==> src/verilog/hfp_pkg.sv <==
// constants and carrier types for the field bus frame poller
// assumes a 200 mhz clock and a byte-wide modem on the same clock
package hfp_pkg;
  // frame layout
  localparam logic [7:0] HFP_PREAMBLE = 8'hff;
  localparam logic [4:0] HFP_PRE_MIN = 5'h05;
  localparam logic [4:0] HFP_PRE_MAX = 5'h14;
  localparam int HFP_DLM_LONG = 7;
  localparam logic [2:0] HFP_TYPE_BURST = 3'h1;
  localparam logic [2:0] HFP_TYPE_MASTER = 3'h2;
  localparam logic [2:0] HFP_TYPE_SLAVE = 3'h6;
  localparam logic [8:0] HFP_ALEN_SHORT = 9'h001;
  localparam logic [8:0] HFP_ALEN_LONG = 9'h005;
  localparam logic [8:0] HFP_REL_CMD = 9'h001;
  localparam logic [8:0] HFP_REL_BC = 9'h002;
  localparam logic [8:0] HFP_REL_DATA = 9'h003;
  localparam logic [7:0] HFP_ADDR_PRIMARY = 8'h80;
  // command number classes
  localparam logic [7:0] HFP_UNIV_LAST = 8'h1e;
  localparam logic [7:0] HFP_RSV_A = 8'h1f;
  localparam logic [7:0] HFP_CP_LAST = 8'h7e;
  localparam logic [7:0] HFP_RSV_B = 8'h7f;
  localparam logic [7:0] HFP_TS_LAST = 8'hfd;
  // response code
  localparam logic [7:0] HFP_RSP_LEN = 8'h02;
  localparam int HFP_RSP_COMM = 7;
  localparam logic [6:0] HFP_RC_OK = 7'h00;
  localparam logic [6:0] HFP_RC_INVSEL = 7'h02;
  localparam logic [6:0] HFP_RC_BIG = 7'h03;
  localparam logic [6:0] HFP_RC_SMALL = 7'h04;
  localparam logic [6:0] HFP_RC_FEW = 7'h05;
  localparam logic [6:0] HFP_RC_WPROT = 7'h07;
  localparam logic [6:0] HFP_RC_RESTR = 7'h10;
  localparam logic [6:0] HFP_RC_BUSY = 7'h20;
  localparam logic [6:0] HFP_RC_NOIMP = 7'h40;
  // timing
  localparam int HFP_CLK_NS = 5;
  localparam int HFP_MS_NS = 1000000;
  localparam int HFP_MS_CYC = (HFP_MS_NS + HFP_CLK_NS - 1) / HFP_CLK_NS;
  localparam logic [15:0] HFP_FLASH_HALF_MS = 16'h01f4;

  typedef enum logic [2:0] {
    HFP_SQ_GAP = 3'b001, HFP_SQ_TX = 3'b010, HFP_SQ_WAIT = 3'b100
  } hfp_seq_e;
  typedef enum logic [5:0] {
    HFP_RX_HUNT = 6'b000001, HFP_RX_ADDR = 6'b000010,
    HFP_RX_CMD = 6'b000100, HFP_RX_CNT = 6'b001000,
    HFP_RX_BODY = 6'b010000, HFP_RX_CHK = 6'b100000
  } hfp_rx_e;
  typedef enum logic [1:0] {
    HFP_CLS_UNIV = 2'h0, HFP_CLS_COMMON = 2'h1,
    HFP_CLS_SPEC = 2'h2, HFP_CLS_RSVD = 2'h3
  } hfp_class_e;

  typedef struct packed {
    logic autoPoll;
    logic [7:0] numInit;
    logic [7:0] numPoll;
    logic [15:0] intervalMs;
    logic [15:0] timeoutMs;
    logic [2:0] retryCount;
    logic [4:0] preambleCount;
  } hfp_cfg_s;
  typedef struct packed {
    logic longFmt;
    logic [3:0] pollAddr;
    logic [39:0] longAddr;
    logic [7:0] cmd;
    logic [7:0] dataLen;
  } hfp_cmd_s;
  typedef struct packed {
    logic commErr, parity, overrun, framing;
    logic checksum, rsvd, rxOverflow, undef;
  } hfp_cerr_s;
  typedef struct packed {
    logic malfunction, cfgChanged, coldStart, moreStatus;
    logic curFixed, outSat, svLimit, pvLimit;
  } hfp_fstat_s;
  typedef struct packed {
    logic initPhase;
    logic [7:0] index;
    logic [7:0] command;
    hfp_class_e cls;
    logic fail;
    hfp_cerr_s cerr;
    logic [6:0] code;
    logic codeKnown;
    hfp_fstat_s fstat;
    logic statusViol;
  } hfp_res_s;
endpackage

==> src/verilog/hfp_frame_poller.sv <==
// master-side frame builder, reply parser and poll sequencer
// assumes modem byte ports and command tables sit on the same clock
// How it works
// - frames open with 5 to 20 preamble bytes of 0xff
// - requests go preamble, delimiter, address, command, count, data, check
// - delimiter carries long/short bit and master/slave/burst type
// - short address is one byte, long address five bytes
// - command numbers are sorted into universal, common, specific, reserved
// - byte count covers everything between it and the check byte
// - first byte bit 7 set means bit-mapped comm error flags
// - first byte bit 7 clear means integer command response code
// - second byte holds eight field status flags
// - data length and meaning follow only the command number
// - every frame ends in a check byte; bad ones count as errors
// - after reset run the initial phase, then the operating phase
// - initial phase sends every init command, run light flashes
// - operating phase polls every command, run light steady
// - automatic polling only while the auto poll setting is on
// - short addresses are 0 for point-to-point, 1 to 15 multi-drop
`timescale 1ns/1ps
module hfp_frame_poller #(
  parameter int MS_CYCLES = hfp_pkg::HFP_MS_CYC
) (
  input wire logic clock,
  input wire logic reset,
  input wire hfp_pkg::hfp_cfg_s cfg,
  output logic cmdInit,
  output logic [7:0] cmdSel,
  input wire hfp_pkg::hfp_cmd_s cmdEntry,
  output logic [7:0] dataSel,
  input wire logic [7:0] dataByte,
  output logic txValid,
  output logic [7:0] txByte,
  input wire logic txReady,
  input wire logic rxValid,
  input wire logic [7:0] rxByte,
  input wire logic rxError,
  output logic rxDataValid,
  output logic [7:0] rxDataByte,
  output logic resultValid,
  output hfp_pkg::hfp_res_s result,
  output logic runLed,
  output logic operating
);
  import hfp_pkg::*;
  localparam int DW = $clog2(MS_CYCLES + 1);

  function automatic hfp_class_e cmdClass(input logic [7:0] c);
    if (c <= HFP_UNIV_LAST) return HFP_CLS_UNIV;
    if (c == HFP_RSV_A || c == HFP_RSV_B || c > HFP_TS_LAST)
      return HFP_CLS_RSVD;
    if (c <= HFP_CP_LAST) return HFP_CLS_COMMON;
    return HFP_CLS_SPEC;
  endfunction

  logic [DW-1:0] divCnt_r, divCnt_nxt;
  logic msTick_r, msTick_nxt, flash_r, flash_nxt, led_r, led_nxt;
  logic [15:0] flashCnt_r, flashCnt_nxt;
  hfp_rx_e rx_r, rx_nxt;
  logic [7:0] rxCnt_r, rxCnt_nxt, rxBc_r, rxBc_nxt, rxChk_r, rxChk_nxt;
  logic [7:0] rxCmd_r, rxCmd_nxt, rsp0_r, rsp0_nxt, rsp1_r, rsp1_nxt;
  logic [7:0] rxDb_r, rxDb_nxt;
  logic [2:0] rxType_r, rxType_nxt;
  logic rxLong_r, rxLong_nxt, rxBad_r, rxBad_nxt, rxDv_r, rxDv_nxt;
  logic rxDone_r, rxDone_nxt, rxOk_r, rxOk_nxt;
  hfp_seq_e sq_r, sq_nxt;
  logic initPhase_r, initPhase_nxt, txValid_r, txValid_nxt;
  logic [7:0] idx_r, idx_nxt, txByte_r, txByte_nxt, chk_r, chk_nxt;
  logic [2:0] tries_r, tries_nxt;
  logic [15:0] msCnt_r, msCnt_nxt;
  logic [8:0] txPos_r, txPos_nxt;
  hfp_res_s res_r, res_nxt;
  logic resV_r, resV_nxt;
  logic [4:0] preClamp;
  logic [8:0] preN, aLen, rel, lastPos;
  logic [39:0] shAddr;
  logic [7:0] txNext, count;
  logic load, good, bad, finish, failNow;

  // millisecond divider and run light
  always_comb begin
    divCnt_nxt = divCnt_r + 1'b1;
    msTick_nxt = 1'b0;
    if (divCnt_r == DW'(MS_CYCLES - 1)) begin
      divCnt_nxt = '0;
      msTick_nxt = 1'b1;
    end
    flashCnt_nxt = flashCnt_r;
    flash_nxt = flash_r;
    if (msTick_r) begin
      flashCnt_nxt = flashCnt_r + 16'h0001;
      if (flashCnt_nxt == HFP_FLASH_HALF_MS) begin
        flashCnt_nxt = '0;
        flash_nxt = !flash_r;
      end
    end
    led_nxt = initPhase_r ? flash_r : 1'b1;
  end

  always_ff @(posedge clock or posedge reset) begin
    if (reset) begin
      divCnt_r <= '0;
      msTick_r <= 1'b0;
      flashCnt_r <= '0;
      flash_r <= 1'b0;
      led_r <= 1'b0;
    end else begin
      divCnt_r <= divCnt_nxt;
      msTick_r <= msTick_nxt;
      flashCnt_r <= flashCnt_nxt;
      flash_r <= flash_nxt;
      led_r <= led_nxt;
    end
  end

  // reply parser: hunt delimiter, walk fields, check xor
  always_comb begin
    rx_nxt = rx_r;
    rxCnt_nxt = rxCnt_r;
    rxBc_nxt = rxBc_r;
    rxChk_nxt = rxChk_r;
    rxCmd_nxt = rxCmd_r;
    rsp0_nxt = rsp0_r;
    rsp1_nxt = rsp1_r;
    rxDb_nxt = rxDb_r;
    rxType_nxt = rxType_r;
    rxLong_nxt = rxLong_r;
    rxBad_nxt = rxBad_r;
    rxDv_nxt = 1'b0;
    rxDone_nxt = 1'b0;
    rxOk_nxt = rxOk_r;
    if (rxValid) begin
      rxChk_nxt = rxChk_r ^ rxByte;
      rxBad_nxt = rxBad_r | rxError;
      case (rx_r)
        HFP_RX_HUNT: begin
          if (rxByte != HFP_PREAMBLE) begin
            rxChk_nxt = rxByte;
            rxLong_nxt = rxByte[HFP_DLM_LONG];
            rxType_nxt = rxByte[2:0];
            rxBad_nxt = rxError;
            rxCnt_nxt = '0;
            rx_nxt = HFP_RX_ADDR;
          end
        end
        HFP_RX_ADDR: begin
          rxCnt_nxt = rxCnt_r + 8'h01;
          if ({1'b0, rxCnt_nxt} == (rxLong_r ? HFP_ALEN_LONG
                                             : HFP_ALEN_SHORT))
            rx_nxt = HFP_RX_CMD;
        end
        HFP_RX_CMD: begin
          rxCmd_nxt = rxByte;
          rx_nxt = HFP_RX_CNT;
        end
        HFP_RX_CNT: begin
          rxBc_nxt = rxByte;
          rxCnt_nxt = '0;
          rx_nxt = (rxByte == '0) ? HFP_RX_CHK : HFP_RX_BODY;
        end
        HFP_RX_BODY: begin
          if (rxCnt_r == '0) rsp0_nxt = rxByte;
          else if (rxCnt_r == 8'h01) rsp1_nxt = rxByte;
          else begin
            rxDv_nxt = 1'b1;
            rxDb_nxt = rxByte;
          end
          rxCnt_nxt = rxCnt_r + 8'h01;
          if (rxCnt_nxt == rxBc_r) rx_nxt = HFP_RX_CHK;
        end
        HFP_RX_CHK: begin
          rxDone_nxt = 1'b1;
          rxOk_nxt = !rxBad_nxt && rxChk_r == rxByte
                     && rxType_r == HFP_TYPE_SLAVE
                     && rxBc_r >= HFP_RSP_LEN;
          rx_nxt = HFP_RX_HUNT;
        end
        default: rx_nxt = HFP_RX_HUNT;
      endcase
    end
  end

  always_ff @(posedge clock or posedge reset) begin
    if (reset) begin
      rx_r <= HFP_RX_HUNT;
      {rxCnt_r, rxBc_r, rxChk_r, rxCmd_r} <= '0;
      {rsp0_r, rsp1_r, rxDb_r, rxType_r} <= '0;
      {rxLong_r, rxBad_r, rxDv_r, rxDone_r, rxOk_r} <= '0;
    end else begin
      rx_r <= rx_nxt;
      {rxCnt_r, rxBc_r, rxChk_r, rxCmd_r} <=
        {rxCnt_nxt, rxBc_nxt, rxChk_nxt, rxCmd_nxt};
      {rsp0_r, rsp1_r, rxDb_r, rxType_r} <=
        {rsp0_nxt, rsp1_nxt, rxDb_nxt, rxType_nxt};
      {rxLong_r, rxBad_r, rxDv_r, rxDone_r, rxOk_r} <=
        {rxLong_nxt, rxBad_nxt, rxDv_nxt, rxDone_nxt, rxOk_nxt};
    end
  end

  // request byte for the current position
  always_comb begin
    preClamp = cfg.preambleCount;
    if (preClamp < HFP_PRE_MIN) preClamp = HFP_PRE_MIN;
    if (preClamp > HFP_PRE_MAX) preClamp = HFP_PRE_MAX;
    preN = {4'h0, preClamp};
    aLen = cmdEntry.longFmt ? HFP_ALEN_LONG : HFP_ALEN_SHORT;
    lastPos = preN + aLen + HFP_REL_DATA + {1'b0, cmdEntry.dataLen};
    rel = txPos_r - preN;
    dataSel = 8'(rel - aLen - HFP_REL_DATA);
    shAddr = cmdEntry.longAddr >> {aLen - rel, 3'b000};
    if (txPos_r < preN) txNext = HFP_PREAMBLE;
    else if (rel == '0)
      txNext = {cmdEntry.longFmt, 4'h0, HFP_TYPE_MASTER};
    else if (rel <= aLen)
      txNext = cmdEntry.longFmt ? shAddr[7:0]
             : (HFP_ADDR_PRIMARY | {4'h0, cmdEntry.pollAddr});
    else if (rel == aLen + HFP_REL_CMD) txNext = cmdEntry.cmd;
    else if (rel == aLen + HFP_REL_BC) txNext = cmdEntry.dataLen;
    else if (txPos_r < lastPos) txNext = dataByte;
    else txNext = chk_r;
  end

  // poll sequencer and transmit path
  always_comb begin
    sq_nxt = sq_r;
    initPhase_nxt = initPhase_r;
    idx_nxt = idx_r;
    tries_nxt = tries_r;
    msCnt_nxt = msCnt_r;
    if (msTick_r && msCnt_r != 16'hffff) msCnt_nxt = msCnt_r + 16'h0001;
    txPos_nxt = txPos_r;
    chk_nxt = chk_r;
    txByte_nxt = txByte_r;
    txValid_nxt = txValid_r && !txReady;
    resV_nxt = 1'b0;
    res_nxt = res_r;
    count = initPhase_r ? cfg.numInit : cfg.numPoll;
    load = sq_r == HFP_SQ_TX && (!txValid_r || txReady)
           && txPos_r <= lastPos;
    good = rxDone_r && rxOk_r && rxCmd_r == cmdEntry.cmd;
    bad = (rxDone_r && !good) || msCnt_r >= cfg.timeoutMs;
    finish = 1'b0;
    failNow = 1'b0;
    case (sq_r)
      HFP_SQ_GAP: begin
        if (initPhase_r && cfg.numInit == '0) begin
          initPhase_nxt = 1'b0;
          idx_nxt = '0;
        end else if (msCnt_r >= cfg.intervalMs
                     && (initPhase_r
                         || (cfg.autoPoll && cfg.numPoll != '0))) begin
          sq_nxt = HFP_SQ_TX;
          txPos_nxt = '0;
          chk_nxt = '0;
        end
      end
      HFP_SQ_TX: begin
        if (load) begin
          txByte_nxt = txNext;
          txValid_nxt = 1'b1;
          txPos_nxt = txPos_r + 9'h001;
          if (txPos_r >= preN && txPos_r != lastPos)
            chk_nxt = chk_r ^ txNext;
        end else if (txPos_r > lastPos && !txValid_r) begin
          sq_nxt = HFP_SQ_WAIT;
          msCnt_nxt = '0;
        end
      end
      HFP_SQ_WAIT: begin
        if (good) finish = 1'b1;
        else if (bad) begin
          if (tries_r < cfg.retryCount) begin
            tries_nxt = tries_r + 3'h1;
            sq_nxt = HFP_SQ_GAP;
            msCnt_nxt = '0;
          end else begin
            finish = 1'b1;
            failNow = 1'b1;
          end
        end
      end
      default: sq_nxt = HFP_SQ_GAP;
    endcase
    if (finish) begin
      resV_nxt = 1'b1;
      res_nxt = '0;
      res_nxt.initPhase = initPhase_r;
      res_nxt.index = idx_r;
      res_nxt.command = cmdEntry.cmd;
      res_nxt.cls = cmdClass(cmdEntry.cmd);
      res_nxt.fail = failNow;
      if (!failNow) begin
        res_nxt.cerr = rsp0_r;
        res_nxt.code = rsp0_r[6:0];
        res_nxt.codeKnown = !rsp0_r[HFP_RSP_COMM] &&
          (rsp0_r[6:0] inside {HFP_RC_OK, HFP_RC_INVSEL, HFP_RC_BIG,
            HFP_RC_SMALL, HFP_RC_FEW, HFP_RC_WPROT, HFP_RC_RESTR,
            HFP_RC_BUSY, HFP_RC_NOIMP});
        res_nxt.fstat = rsp1_r;
        res_nxt.statusViol = rsp0_r[HFP_RSP_COMM] && rsp1_r != '0;
      end
      tries_nxt = '0;
      sq_nxt = HFP_SQ_GAP;
      msCnt_nxt = '0;
      idx_nxt = idx_r + 8'h01;
      if ({1'b0, idx_r} + 9'h001 >= {1'b0, count}) begin
        idx_nxt = '0;
        initPhase_nxt = 1'b0;
      end
    end
  end

  always_ff @(posedge clock or posedge reset) begin
    if (reset) begin
      sq_r <= HFP_SQ_GAP;
      initPhase_r <= 1'b1;
      {idx_r, tries_r, msCnt_r, txPos_r} <= '0;
      {chk_r, txByte_r, txValid_r, resV_r} <= '0;
      res_r <= '0;
    end else begin
      sq_r <= sq_nxt;
      initPhase_r <= initPhase_nxt;
      {idx_r, tries_r, msCnt_r, txPos_r} <=
        {idx_nxt, tries_nxt, msCnt_nxt, txPos_nxt};
      {chk_r, txByte_r, txValid_r, resV_r} <=
        {chk_nxt, txByte_nxt, txValid_nxt, resV_nxt};
      res_r <= res_nxt;
    end
  end

  // outputs
  assign cmdInit = initPhase_r;
  assign cmdSel = idx_r;
  assign txValid = txValid_r;
  assign txByte = txByte_r;
  assign rxDataValid = rxDv_r;
  assign rxDataByte = rxDb_r;
  assign resultValid = resV_r;
  assign result = res_r;
  assign runLed = led_r;
  assign operating = !initPhase_r;
endmodule // hfp_frame_poller

==> config.mk <==
export PLATFORM = sky130hd
export DESIGN_NAME = hfp_frame_poller
export DESIGN_NICKNAME = d
export VERILOG_FILES = /design/src/verilog/hfp_pkg.sv /design/src/verilog/hfp_frame_poller.sv
export SDC_FILE = /design/constraint.sdc
export NUM_CORES = 1
export LEC_CHECK = 0
export ABC_CLOCK_PERIOD_IN_PS = 6970
export BUFFER_PORTS_ARGS = -buffer_cell sky130_fd_sc_hd__buf_2
export CORE_ASPECT_RATIO = 1.4
export CORE_MARGIN = 8
export CORE_UTILIZATION = 23
export DETAILED_ROUTE_END_ITERATION = 10
export GPL_TIMING_DRIVEN = 0
export PLACE_DENSITY = 0.45
export SLEW_MARGIN = 25
export SYNTH_ARGS = -nofsm -noshare
export SYNTH_HDL_FRONTEND = slang
export SYNTH_SLANG_ARGS = --single-unit
==> constraint.sdc <==
create_clock -name clock -period 6.97 [get_ports clock]
set_input_delay 0.3485 -clock clock [delete_from_list [all_inputs] [get_ports clock]]
set_output_delay 0.3485 -clock clock [all_outputs]
set_load 0.02 [all_outputs]
# == After elaboration in Yosys (flattened, before gate mapping) ==
# Index checks and enable logic that the tools add are counted.
# op_classes
reduce_logical,61
shift,1
add_sub_neg,17
n_mul,0
n_eq_ne,47
mux,97
order_cmp,16
div,0
n_bitwise,5
# op_table
operator,n
8-bit two-way mux,19
16-bit two-way mux,8
3-bit two-way mux,15
40-bit by 12-bit >> shifter with 8-bit output,1
"16-bit by 1-bit adder with 16-bit output, second input constant",2
16-bit greater-or-equal comparator,2
1-bit two-way mux,32
16-bit case mux with 2 select lines,1
6-bit case mux with 5 select lines,1
9-bit two-way mux,3
25-bit two-way mux,1
8-bit == test,3
8-bit logical NOT,3
6-bit two-way mux,4
8-bit case mux with 3 select lines,1
"7-bit by 3-bit == test with 1-bit output, second input constant",3
4-bit AND reduction,5
"18-bit by 1-bit adder with 18-bit output, second input constant",1
"18-bit == test, second input constant",1
9-bit by 4-bit == test with 1-bit output,2
18-bit two-way mux,1
"3-bit != test, second input constant",6
9-bit case mux with 2 select lines,1
1-bit logical AND,17
other kinds (71),111
# word_totals
n_memories,0
romBits,0
latchBits,0
ff_bits,210
input_bits,139
output_inout_bits,83
ram_bits,0

# == Logic depth before layout (Yosys ltp) ==
# Gate-level depths: netlist (run 1).
# logic_depth
word_depth,18
mapped_depth,21

# == Worst setup path before layout (run 1) ==
# Ideal clock, no wire load.
# synth_path
kind,input to register
from,in cfg[3] (netlist name)
to,"reg txByte_r[7], in the netlist txByte[7]"
t_required_ns,6.845
t_arrival_ns,4.516
cell_stages,20
path_slack_ns,2.330
cell_sequence,nor2_1 > xnor2_1 > nand2_1 > inv_1 > ha_1 > fa_1 > ha_1 > fa_1 > a21o_1 > a21oi_1 > xor2_1 > ha_1 > a22o_1 > nor4_1 > o31a_1 > buf_1 > mux2_2 > o22ai_1 > o21ai_1 > mux2_2
# synth_via
elab_chain_len,14
# synth_lines
element,line_no,rtl
from (decl),hfp_frame_poller.sv:26,"input wire hfp_pkg::hfp_cfg_s cfg,"
5-bit by 3-bit < comparator with 1-bit output,hfp_frame_poller.sv:203,if (preClamp < HFP_PRE_MIN) preClamp = HFP_PRE_MIN;
5-bit two-way mux *,hfp_frame_poller.sv:203,
5-bit > comparator,hfp_frame_poller.sv:204,if (preClamp > HFP_PRE_MAX) preClamp = HFP_PRE_MAX;
5-bit two-way mux *,hfp_frame_poller.sv:204,
5-bit by 3-bit adder with 6-bit output,hfp_frame_poller.sv:207,"lastPos = preN + aLen + HFP_REL_DATA + {1'b0, cmdEntry.dataLen};"
6-bit by 2-bit adder with 7-bit output,hfp_frame_poller.sv:207,
7-bit by 8-bit adder with 9-bit output,hfp_frame_poller.sv:207,
9-bit < comparator,hfp_frame_poller.sv:219,else if (txPos_r < lastPos) txNext = dataByte;
8-bit two-way mux,hfp_frame_poller.sv:219,
8-bit two-way mux,hfp_frame_poller.sv:218,else if (rel == aLen + HFP_REL_BC) txNext = cmdEntry.dataLen;
8-bit two-way mux,hfp_frame_poller.sv:217,else if (rel == aLen + HFP_REL_CMD) txNext = cmdEntry.cmd;
8-bit two-way mux,hfp_frame_poller.sv:214,else if (rel <= aLen)
8-bit two-way mux,hfp_frame_poller.sv:212,else if (rel == '0)
8-bit two-way mux,hfp_frame_poller.sv:211,if (txPos_r < preN) txNext = HFP_PREAMBLE;
to (signal assigned),hfp_frame_poller.sv:325,"{chk_r, txByte_r, txValid_r, resV_r} <="
to (decl),hfp_frame_poller.sv:68,"logic [7:0] idx_r, idx_nxt, txByte_r, txByte_nxt, chk_r, chk_nxt;"
# Mark *: on every way between the ends. The rest lies on a longest branch, timed or not.
# A chain may end at the register's enable or synchronous reset.

# == Worst setup path after layout (run 1) ==
# layout_path
from,in cfg[3] (netlist name)
to,reg chk_r[3]
# layout_via
elab_chain_len,18
# layout_lines
element,line_no,rtl
5-bit by 3-bit < comparator with 1-bit output,hfp_frame_poller.sv:203,
5-bit two-way mux *,hfp_frame_poller.sv:203,
5-bit > comparator,hfp_frame_poller.sv:204,
5-bit two-way mux *,hfp_frame_poller.sv:204,
5-bit by 3-bit adder with 6-bit output,hfp_frame_poller.sv:207,
6-bit by 2-bit adder with 7-bit output,hfp_frame_poller.sv:207,
7-bit by 8-bit adder with 9-bit output,hfp_frame_poller.sv:207,
9-bit < comparator,hfp_frame_poller.sv:219,
[... 2 more ...],n/a,
8-bit two-way mux,hfp_frame_poller.sv:217,
8-bit two-way mux,hfp_frame_poller.sv:214,
8-bit two-way mux,hfp_frame_poller.sv:212,
8-bit two-way mux,hfp_frame_poller.sv:211,
8-bit bitwise XOR,hfp_frame_poller.sv:263,chk_nxt = chk_r ^ txNext;
8-bit two-way mux,hfp_frame_poller.sv:262,if (txPos_r >= preN && txPos_r != lastPos)
8-bit two-way mux,hfp_frame_poller.sv:258,if (load) begin
8-bit case mux with 2 select lines,hfp_frame_poller.sv:244,case (sq_r)
to (signal assigned),hfp_frame_poller.sv:325,
to (decl),hfp_frame_poller.sv:68,
# Mark *: on every way between the ends. The rest lies on a longest branch, timed or not. The select of a mux whose other input is x is not followed.

==> impl_metrics.json, run 1 <==
{
  "fmax_mhz": 192,
  "cts_tree": "built",
  "final_area_sq_mm": 0.0156,
  "cts.repair.resized": 0,
  "area_growth_pct": 23.4,
  "antenna_found_initial": 13,
  "synth_seq_cells": 203,
  "fillers": 5841,
  "worst_ep_required_time_ns": 7.37,
  "hp-start": "rxError",
  "synthAdderAreaFrac_pct": 9.19,
  "synthXorXnorAreaFrac_pct": 6.51,
  "hold_class": "input port to flip-flop",
  "synth_top_area_cell": "dfrtp_1",
  "start_kind": "input port",
  "ys_seq_area_share_pct": 40.2,
  "post-place-ws_ns": 1.20,
  "htreeDepth": 1,
  "rows": 101,
  "arrival_ns": 5.61,
  "yosysWarnings": 0,
  "grt_setup_unrepaired": "no",
  "routed_wl_mm": 40.5,
  "wl_per_cell_um": 17.7,
  "coreArea_sq_mm": 0.0543,
  "die_w_um": 214,
  "busiest_layer": "met2",
  "path_class": "input port to flip-flop",
  "rr_startpoint": "msCnt_r[9]",
  "vias_per_cell": 4.63,
  "ff_latch_area_sq_mm": 0.00508,
  "critPathCaptureType": "flip-flop",
  "drive_gt1_share_pct": 23.8,
  "synth.most_common_cell": "dfrtp_1",
  "avgSynthCellArea_sq_um": 9.74,
  "grt_pass1_wl_mm": 63.6,
  "ys.flop_type": "dfrtp_1",
  "ctsHoldBuffers": 1,
  "port_buffers": 216,
  "finClkSkew_ns": 0.0289,
  "gp_congestion": 0.802,
  "met1_usage_pct": 14.6,
  "startpoint": "cfg[3]",
  "synth_top_family_by_area": "simple AND/OR/NAND/NOR gates",
  "drtPass1Iterations": 6,
  "synthSimpleGateAreaFrac_pct": 16.9,
  "clockBufferDepth": 3,
  "grt_pass1_vias": 11100,
  "slew_viol_final": 0,
  "num_vias": 10600,
  "syn_nets": 1526,
  "synth_top_area_share_pct": 39.6,
  "fin_ws_ns": 1.76,
  "synthCells": 1298,
  "cts_sinks": 203,
  "finalHoldViolCount": 0,
  "max_cap_violations": 0,
  "hpwl_mm": 32.1,
  "post_cts_buffers": 0,
  "p_leak_nw": 7.47,
  "finalNetCount": 1772,
  "cts_made_buffers": 24,
  "fin_crit_ns": 5.21,
  "max_slew_margin_pct": 31.4,
  "period_share_pct": 74.7,
  "netlist_top_cells_count": "200 x dfrtp_1, 103 x nand2_1, 103 x nor2_1",
  "fin_cells": 2292,
  "globalRouteMet3Util_pct": 2.79,
  "mappedNetlistArea_sq_mm": 0.0126,
  "tightest_slew_ns": 1.02,
  "start_util_pct": 23.3,
  "grt_overflow": 0,
  "synth_compound_area_share_pct": 13.2,
  "synthArstFlopShare_pct": 100,
  "dp.cells": 2238,
  "multiInputGateArea_sq_mm": 0.00704,
  "p_per_area_mw_per_mm2": 275,
  "cts_root_buf": "clkbuf_16",
  "muxShareOfSynthArea_pct": 9.67,
  "synthTopCellsByArea": "dfrtp_1 40%, ha_1 8.3%, mux2_2 5.8%, xor2_1 3.5%, nand2_1 3.1%",
  "ant_nets": 0,
  "io_pins": 222,
  "grt_util_all_layers_pct": 12.6,
  "grt_use_met2_pct": 22.1,
  "drcViolationCount": 0,
  "worstPathMaxFanout": 10,
  "synth_edf_count": 0,
  "placed_area_sq_mm": 0.0147,
  "ir_drop_mv": 0.195,
  "floorplan.die.height_um": 293,
  "finalSetupViolCount": 0,
  "dieArea_sq_mm": 0.0628,
  "status": "complete, no violations",
  "clk_pin_slew_ns": 0.06,
  "yosysUniqueCellTypes": 77,
  "grt_max_degree": 91,
  "clkLatencyLatePin_ns": 0.54,
  "drt_iter0_markers": 429
}
## power breakdown
group	total, W	switching [W]	internal [W]	leakage (nW)
clock network	0.00134	0.000518	0.000827	0.414
logic	0.00143	0.000846	0.000588	4.40
registers	0.00151	0.000164	0.00135	2.66
total	0.00429	0.00153	0.00276	7.47
## worst paths after layout
path	end	slack (ns)	depth (start not counted)
setup / recovery	chk_r[3]	1.76	21
hold / removal	rxBad_r	0.10	2
setup reg to reg	result[31]	2.62	10
hold reg to reg	flash_r	0.46	1
max in group asynchronous	chk_r[0]	5.47	5
min in group asynchronous	rxDataByte[1]	0.30	3
## metrics by stage
| stage | setup TNS (ns) | util, % | hold slack [ns] | total power [W] |
|---|---|---|---|---|
| floorplan | 0 | - | 0.437 | 0.00251 |
| global placement | -357.45 | 26.9 | 0.455 | 0.00295 |
| detailed placement | 0 | 27.1 | 0.317 | 0.00299 |
| CTS | 0 | 28.6 | 0.0757 | 0.00437 |
| global route | 0 | 28.7 | 0.106 | 0.00460 |
| finish | 0 | 28.7 | 0.102 | 0.00429 |
## layout by cell type, fill, tap and decap left out, types with 36 or more instances in the layout
master / count
buf_2: 221
dfrtp_1: 200
nor2_1: 103
nand2_1: 103
inv_1: 85
ha_1: 84
mux2_2: 65
o21ai_0: 57
a21oi_1: 53
xor2_1: 51
nand3_1: 44
xnor2_1: 43
clkbuf_1: 36
## routing by layer
layer | vias to the layer above | share of wire (%)
li1 | 5177 | -
met1 | 5154 | 42
met2 | 199 | 49
met3 | 72 | 4.8
met4 | 8 | 3.7
met5 | - | 0.13
## area by class of cell
class	count	area share (%)
Inverter	87	2.14
Multi-Input combinational cell	961	45.1
Clock inverter	11	1.11
Tap cell	721	5.78
Buffer	47	1.38
Sequential cell	203	32.6
Timing Repair Buffer	220	7.38
Antenna cell	9	0.144
Clock buffer	33	4.32
## flip-flops by register name, summed over array words and instances (netlist names), 9 cells and up
| signal | cells |
|---|---|
| result | 38 |
| divCnt_r | 18 |
| txPos_r | 9 |
| msCnt_r | 16 |
| flashCnt_r | 16 |
## worst max-delay path: stages
cell	delay (ns)
buf_2	0.13
nor2_1	0.13
xnor2_1	0.12
nand2_1	0.14
inv_1	0.14
ha_1	0.18
fa_1	0.42
ha_1	0.25
fa_1	0.42
a21o_1	0.18
a21oi_1	0.23
xor2_1	0.20
ha_1	0.28
a22o_1	0.19
nor4_1	0.22
o31a_1	0.29
buf_1	0.54
a31oi_1	0.35
nor2_1	0.49
nand3_1	0.19
mux2i_1	0.15
## logic make-up after synthesis
kind of cell	Yosys count
adders and majority gates	90
muxes	104
buffers and inverters	134
xor gates and xnor gates	94
AOI/OAI and AO/OA	248
DFF	203
and+or+nand+nor	425
Note: power is estimated with default switching activity, not from simulation.
==> inputs of run 2 (changes only) <==
--- a/config.mk
+++ b/config.mk
@@ -5,7 +5,7 @@
 export SDC_FILE = /design/constraint.sdc
 export NUM_CORES = 1
 export LEC_CHECK = 0
-export ABC_CLOCK_PERIOD_IN_PS = 6970
+export ABC_CLOCK_PERIOD_IN_PS = 4800
 export BUFFER_PORTS_ARGS = -buffer_cell sky130_fd_sc_hd__buf_2
 export CORE_ASPECT_RATIO = 1.4
 export CORE_MARGIN = 8
==> constraint.sdc (replaced) <==
create_clock -name clock -period 4.8 [get_ports clock]
set_input_delay 0.24 -clock clock [delete_from_list [all_inputs] [get_ports clock]]
set_output_delay 0.24 -clock clock [all_outputs]
set_load 0.02 [all_outputs]
==> impl_metrics.json, run 2 (same netlist as run 1, synthesis figures left out) <==
{
  "hp-start": "cmdEntry[12]",
  "htreeDepth": 1,
  "start_util_pct": 23.3,
  "io_pins": 222,
  "drcViolationCount": 0,
  "finalNetCount": 1780,
  "grt_setup_unrepaired": "no",
  "ff_latch_area_sq_mm": 0.00508,
  "min_path_cells": 2,
  "arrival_ns": 4.95,
  "ant_nets": 0,
  "power.total_w": 0.00610,
  "start_kind": "input port",
  "area_growth_pct": 24.1,
  "post-place-ws_ns": -0.850,
  "hpwl_mm": 32.7,
  "grt_util_all_layers_pct": 12.6,
  "drt_iter0_markers": 457,
  "tns_ns": 0,
  "dieArea_sq_mm": 0.0628,
  "antenna_found_initial": 13,
  "max_slew_margin_pct": 36.5,
  "wl_met3_mm": 2.03,
  "coreArea_sq_mm": 0.0543,
  "fmax_mhz": 220,
  "floorplan.die.height_um": 293,
  "dp.cells": 2243,
  "finClkSkew_ns": 0.0203,
  "grt_pass1_vias": 10800,
  "routed_wl_mm": 40.9,
  "period_share_pct": 94.7,
  "cts_root_buf": "clkbuf_16",
  "cts_sinks": 203,
  "p_leak_nw": 7.51,
  "fin_ws_ns": 0.255,
  "critPathCaptureType": "flip-flop",
  "fillers": 5824,
  "hold_slack_ns": 0.0537,
  "port_buffers": 216,
  "worst_ep_required_time_ns": 5.20,
  "cts_made_buffers": 25,
  "hold_class": "input port to flip-flop",
  "clk_pin_slew_ns": 0.06,
  "path_class": "input port to flip-flop",
  "fin_cells": 2298,
  "finalSetupViolCount": 0,
  "largest_reg_flops": 38,
  "routed.top_layer": "met5",
  "cts_tree": "built",
  "num_vias": 10500,
  "vias_per_cell": 4.58,
  "layout_common_cells": "220 x buf_2, 200 x dfrtp_1, 102 x nand2_1",
  "wl_per_cell_um": 17.8,
  "rr_startpoint": "txPos_r[0]",
  "startpoint": "cmdEntry[60]",
  "layout_commonest_cell": "buf_2",
  "worstPathMaxFanout": 10,
  "grt_max_degree": 31,
  "rows": 101,
  "grt_pass1_wl_mm": 63.7,
  "ir_drop_mv": 0.250,
  "drive_gt1_share_pct": 24.4,
  "clkLatencyLatePin_ns": 0.54,
  "max_cap_violations": 0,
  "dr_wl_met2_mm": 21.0,
  "r2r_cells": 13,
  "gp_congestion": 0.786,
  "wl_met1_mm": 16.8,
  "grt_overflow": 0,
  "slew_viol_final": 0,
  "finalHoldViolCount": 0,
  "clockBufferDepth": 3,
  "tightest_slew_ns": 0.944,
  "status": "complete, no violations",
  "p_per_area_mw_per_mm2": 389,
  "die_w_um": 214,
  "fin_crit_ns": 4.55,
  "drtPass1Iterations": 5,
  "multiInputGateArea_sq_mm": 0.00705
}
run 2: changes by cell type in the layout (fill, tap and decap cells not counted), sizes merged:
| cell | change |
|---|---|
| bufinv | -4 |
| dlygate4sd3 | +2 |
| diode | -1 |
| buf | +4 |
| clkbuf | +5 |
| clkinv | -2 |
| clkinvlp | +2 |
run 2: worst paths after layout:
check,end,slack [ns]
worst min register to register,txByte[6],0.47
worst max register to register,chk_r[1],0.63
max in group asynchronous,txByte[6],3.63
worst max-delay path,txPos_r[5],0.25
min in group asynchronous,msCnt_r[13],0.23
worst min-delay path,result[32],0.05
run 2: cell type report:
type,count,area share [%]
antenna,8,0.128
buffer,46,1.38
clock buffer,37,4.66
clock inverter,7,0.375
inverter,87,2.11
multi-input combinational,961,44.9
sequential,203,32.4
tap,721,5.75
timing repair buffer,228,8.28
run 2: worst max-delay path, cell delays in order:
cell and delay, ns:
buf_2 0.22, inv_1 0.21, ha_1 0.32, inv_1 0.05, fa_1 0.45, ha_1 0.24, fa_1 0.41, a21o_1 0.18
a21oi_1 0.22, xor2_1 0.18, ha_1 0.27, a22o_1 0.19, nor4_1 0.17, o31a_1 0.31, clkbuf_4 0.32, o21bai_1 0.26
nor3_2 0.27, and4_1 0.25, xnor2_1 0.12, nor2_1 0.06
run 2: report_power, final:
part	switching, W	internal (W)
Clock	0.000769	0.00106
Sequential	0.000234	0.00196
Combinational	0.00122	0.000863
run 2: repair_timing:
| action | CTS | global route |
|---|---|---|
| hold buffers | 3 | 0 |
| buffers inserted | 0 | 0 |
| setup endpoints to repair | 31 | 14 |
| gates resized for setup | 2 | 4 |
| hold endpoints to repair | 68 | 0 |
run 2: routing by layer:
layer | vias up | GRT usage, %
met4 | 8 | 3.85
met1 | 5086 | 14.4
li1 | 5177 | -
met2 | 199 | 22.9
met5 | - | 0
met3 | 65 | 2.93
run 2: through the flow:
step / instance area, sq um / util [%]
after floorplan: 12600 / -
after global placement: 14600 / 26.9
after detailed placement: 14800 / 27.3
after CTS: 15600 / 28.8
after global routing: 15700 / 28.9
final: 15700 / 28.9
==> inputs of run 3 (changes only) <==
--- a/config.mk
+++ b/config.mk
@@ -5,14 +5,14 @@
 export SDC_FILE = /design/constraint.sdc
 export NUM_CORES = 1
 export LEC_CHECK = 0
-export ABC_CLOCK_PERIOD_IN_PS = 4800
+export ABC_CLOCK_PERIOD_IN_PS = 3650
 export BUFFER_PORTS_ARGS = -buffer_cell sky130_fd_sc_hd__buf_2
 export CORE_ASPECT_RATIO = 1.4
 export CORE_MARGIN = 8
 export CORE_UTILIZATION = 23
 export DETAILED_ROUTE_END_ITERATION = 10
 export GPL_TIMING_DRIVEN = 0
-export PLACE_DENSITY = 0.45
+export PLACE_DENSITY = 0.46
 export SLEW_MARGIN = 25
 export SYNTH_ARGS = -nofsm -noshare
 export SYNTH_HDL_FRONTEND = slang
==> constraint.sdc (replaced) <==
create_clock -name clock -period 3.65 [get_ports clock]
set_input_delay 0.1825 -clock clock [delete_from_list [all_inputs] [get_ports clock]]
set_output_delay 0.1825 -clock clock [all_outputs]
set_load 0.02 [all_outputs]
==> impl_metrics.json, run 3 (same netlist as run 1, synthesis figures left out) <==
{
  "hold_class": "input port to flip-flop",
  "path_class": "input port to flip-flop",
  "clockBufferDepth": 3,
  "finalSetupViolCount": 23,
  "drive_gt1_share_pct": 28.7,
  "grt_max_degree": 31,
  "fin_crit_ns": 4.02,
  "tightest_slew_ns": 1.03,
  "wl_per_cell_um": 17.7,
  "rr_startpoint": "txPos_r[0]",
  "cts_root_buf": "clkbuf_16",
  "path_cells": "buf_8, nor2_4, xnor2_1, nand2_1, inv_2, ha_4, fa_1, ha_2, fa_2, a21o_1, a21oi_2, xor2_1, ha_1, a22o_1, nor4_2, o31a_1, buf_4, buf_6, mux2i_1, mux2i_2, a2111oi_4, or3_1, a21oi_2",
  "finalNetCount": 1802,
  "num_vias": 10700,
  "grt_util_all_layers_pct": 12.6,
  "ir_drop_mv": 0.277,
  "io_pins": 222,
  "p_leak_nw": 7.74,
  "cts_sinks": 203,
  "startpoint": "cfg[3]",
  "arrival_ns": 4.41,
  "port_buffers": 216,
  "coreArea_sq_mm": 0.0543,
  "clkLatencyLatePin_ns": 0.55,
  "drt_iter0_markers": 399,
  "cts_made_buffers": 24,
  "fin_ws_ns": -0.365,
  "violations": "negative setup slack",
  "layout_commonest_cell": "buf_2",
  "antenna_found_initial": 9,
  "grt_pass1_vias": 11200,
  "grt_overflow": 0,
  "largest_reg_flops": 38,
  "finalHoldViolCount": 0,
  "hp-start": "cmdEntry[9]",
  "crit_top_cell": "a21oi_2",
  "fillers": 5752,
  "slew_viol_final": 0,
  "hpwl_mm": 32.6,
  "drcViolationCount": 0,
  "period_share_pct": 110,
  "fin_util_pct": 30.2,
  "area_growth_pct": 29.7,
  "die_w_um": 214,
  "critPathCaptureType": "flip-flop",
  "vias_per_cell": 4.62,
  "cpMaxStageDelayCell": "a2111oi_4",
  "fmax_mhz": 249,
  "start_kind": "input port",
  "dieArea_sq_mm": 0.0628,
  "cts_tree": "built",
  "routed_wl_mm": 41.0,
  "floorplan.die.height_um": 293,
  "grt_setup_unrepaired": "yes",
  "tns_ns": -4.34,
  "clk_pin_slew_ns": 0.06,
  "max_cap_violations": 0,
  "start_util_pct": 23.3,
  "gp_congestion": 0.799,
  "drtPass1Iterations": 5,
  "worstPathMaxFanout": 3,
  "worst_ep_required_time_ns": 4.05,
  "p_per_area_mw_per_mm2": 513,
  "htreeDepth": 1,
  "rows": 101,
  "max_slew_margin_pct": 31.1,
  "grt_pass1_wl_mm": 64.0,
  "layout_common_cells": "217 x buf_2, 200 x dfrtp_1, 101 x nand2_1",
  "slowest_delay_ns": 0.45,
  "finClkSkew_ns": 0.0180,
  "ant_nets": 0,
  "status": "finished with violations"
}
-- run 3: cell count changes in the layout (fill, tap and decap cells not counted), sizes merged --
cell / change
buf: +23
bufinv: +4
clkbuf: -3
inv: -2
clkinv: +1
clkinvlp: -1
diode: -1
dlygate4sd3: +1
-- run 3: worst max-delay path, delay by kind of cell --
kind | cells | cell delay [ns]
buf+inv | 4 | 0.47
fa+ha+maj | 5 | 1.33
simple gates | 4 | 0.54
xor+xnor | 2 | 0.29
mux | 2 | 0.32
compound gates | 6 | 1.29
-- run 3: metal layers --
layer / track usage [%] / routed length, um / share of wire, %
met1: 14.9 / 17200 / 42
met2: 22.7 / 21000 / 51
met3: 2.38 / 1650 / 4.0
met4: 4.07 / 1210 / 2.9
met5: 0 / 26 / 0.063
-- run 3: through the flow --
| stage | area [sq um] | hold WS (ns) | setup WS (ns) | total power [W] | instances |
|---|---|---|---|---|---|
| finish | 16400 | 0.00356 | -0.365 | 0.00841 | 2320 |
| global route | 16400 | 0.0304 | -0.504 | 0.00896 | 2316 |
| CTS | 16200 | 0.0206 | -0.271 | 0.00849 | 2309 |
| detailed placement | 14900 | 0.235 | -1.32 | 0.00570 | 2243 |
| global placement | 14700 | 0.459 | -1.31 | 0.00562 | 2235 |
| floorplan | 12700 | 0.328 | -0.362 | 0.00480 | 1298 |
-- run 3: final timing paths --
check	cells after the start	end	slack (ns)
worst max register to register	13	chk_r[1]	-0.12
worst min register to register	1	flash_r	0.46
worst min-delay path	2	result[29]	0.004
min in group asynchronous	3	cmdSel[6]	0.19
worst max-delay path	23	chk_r[1]	-0.37
max in group asynchronous	7	result[29]	2.34
-- run 3: layout make-up --
cell class	count	area, sq um	share of cell area [%]
Inverter	87	334	2.04
Timing Repair Buffer	251	1550	9.43
Clock inverter	9	170	1.04
Buffer	46	259	1.58
Antenna cell	7	17.5	0.107
Multi-Input combinational cell	961	7400	45.2
Clock buffer	35	672	4.10
Sequential cell	203	5080	31.0
Tap cell	721	902	5.51
-- run 3: timing repair --
item	in CTS	in global routing
buffers inserted	18	3
hold buffers	4	0
endpoints found under the hold margin	48	0
gates cloned	1	1
gates resized for setup	64	24
pin swaps	17	10
setup endpoints to repair	89	57
-- run 3: where the power goes --
part	switching [W]	leakage, nW	total, W	internal [W]
clock	0.000998	0.410	0.00256	0.00157
combinational	0.00168	4.68	0.00293	0.00125
sequential	0.000336	2.66	0.00291	0.00258
total	0.00302	7.74	0.00841	0.00539
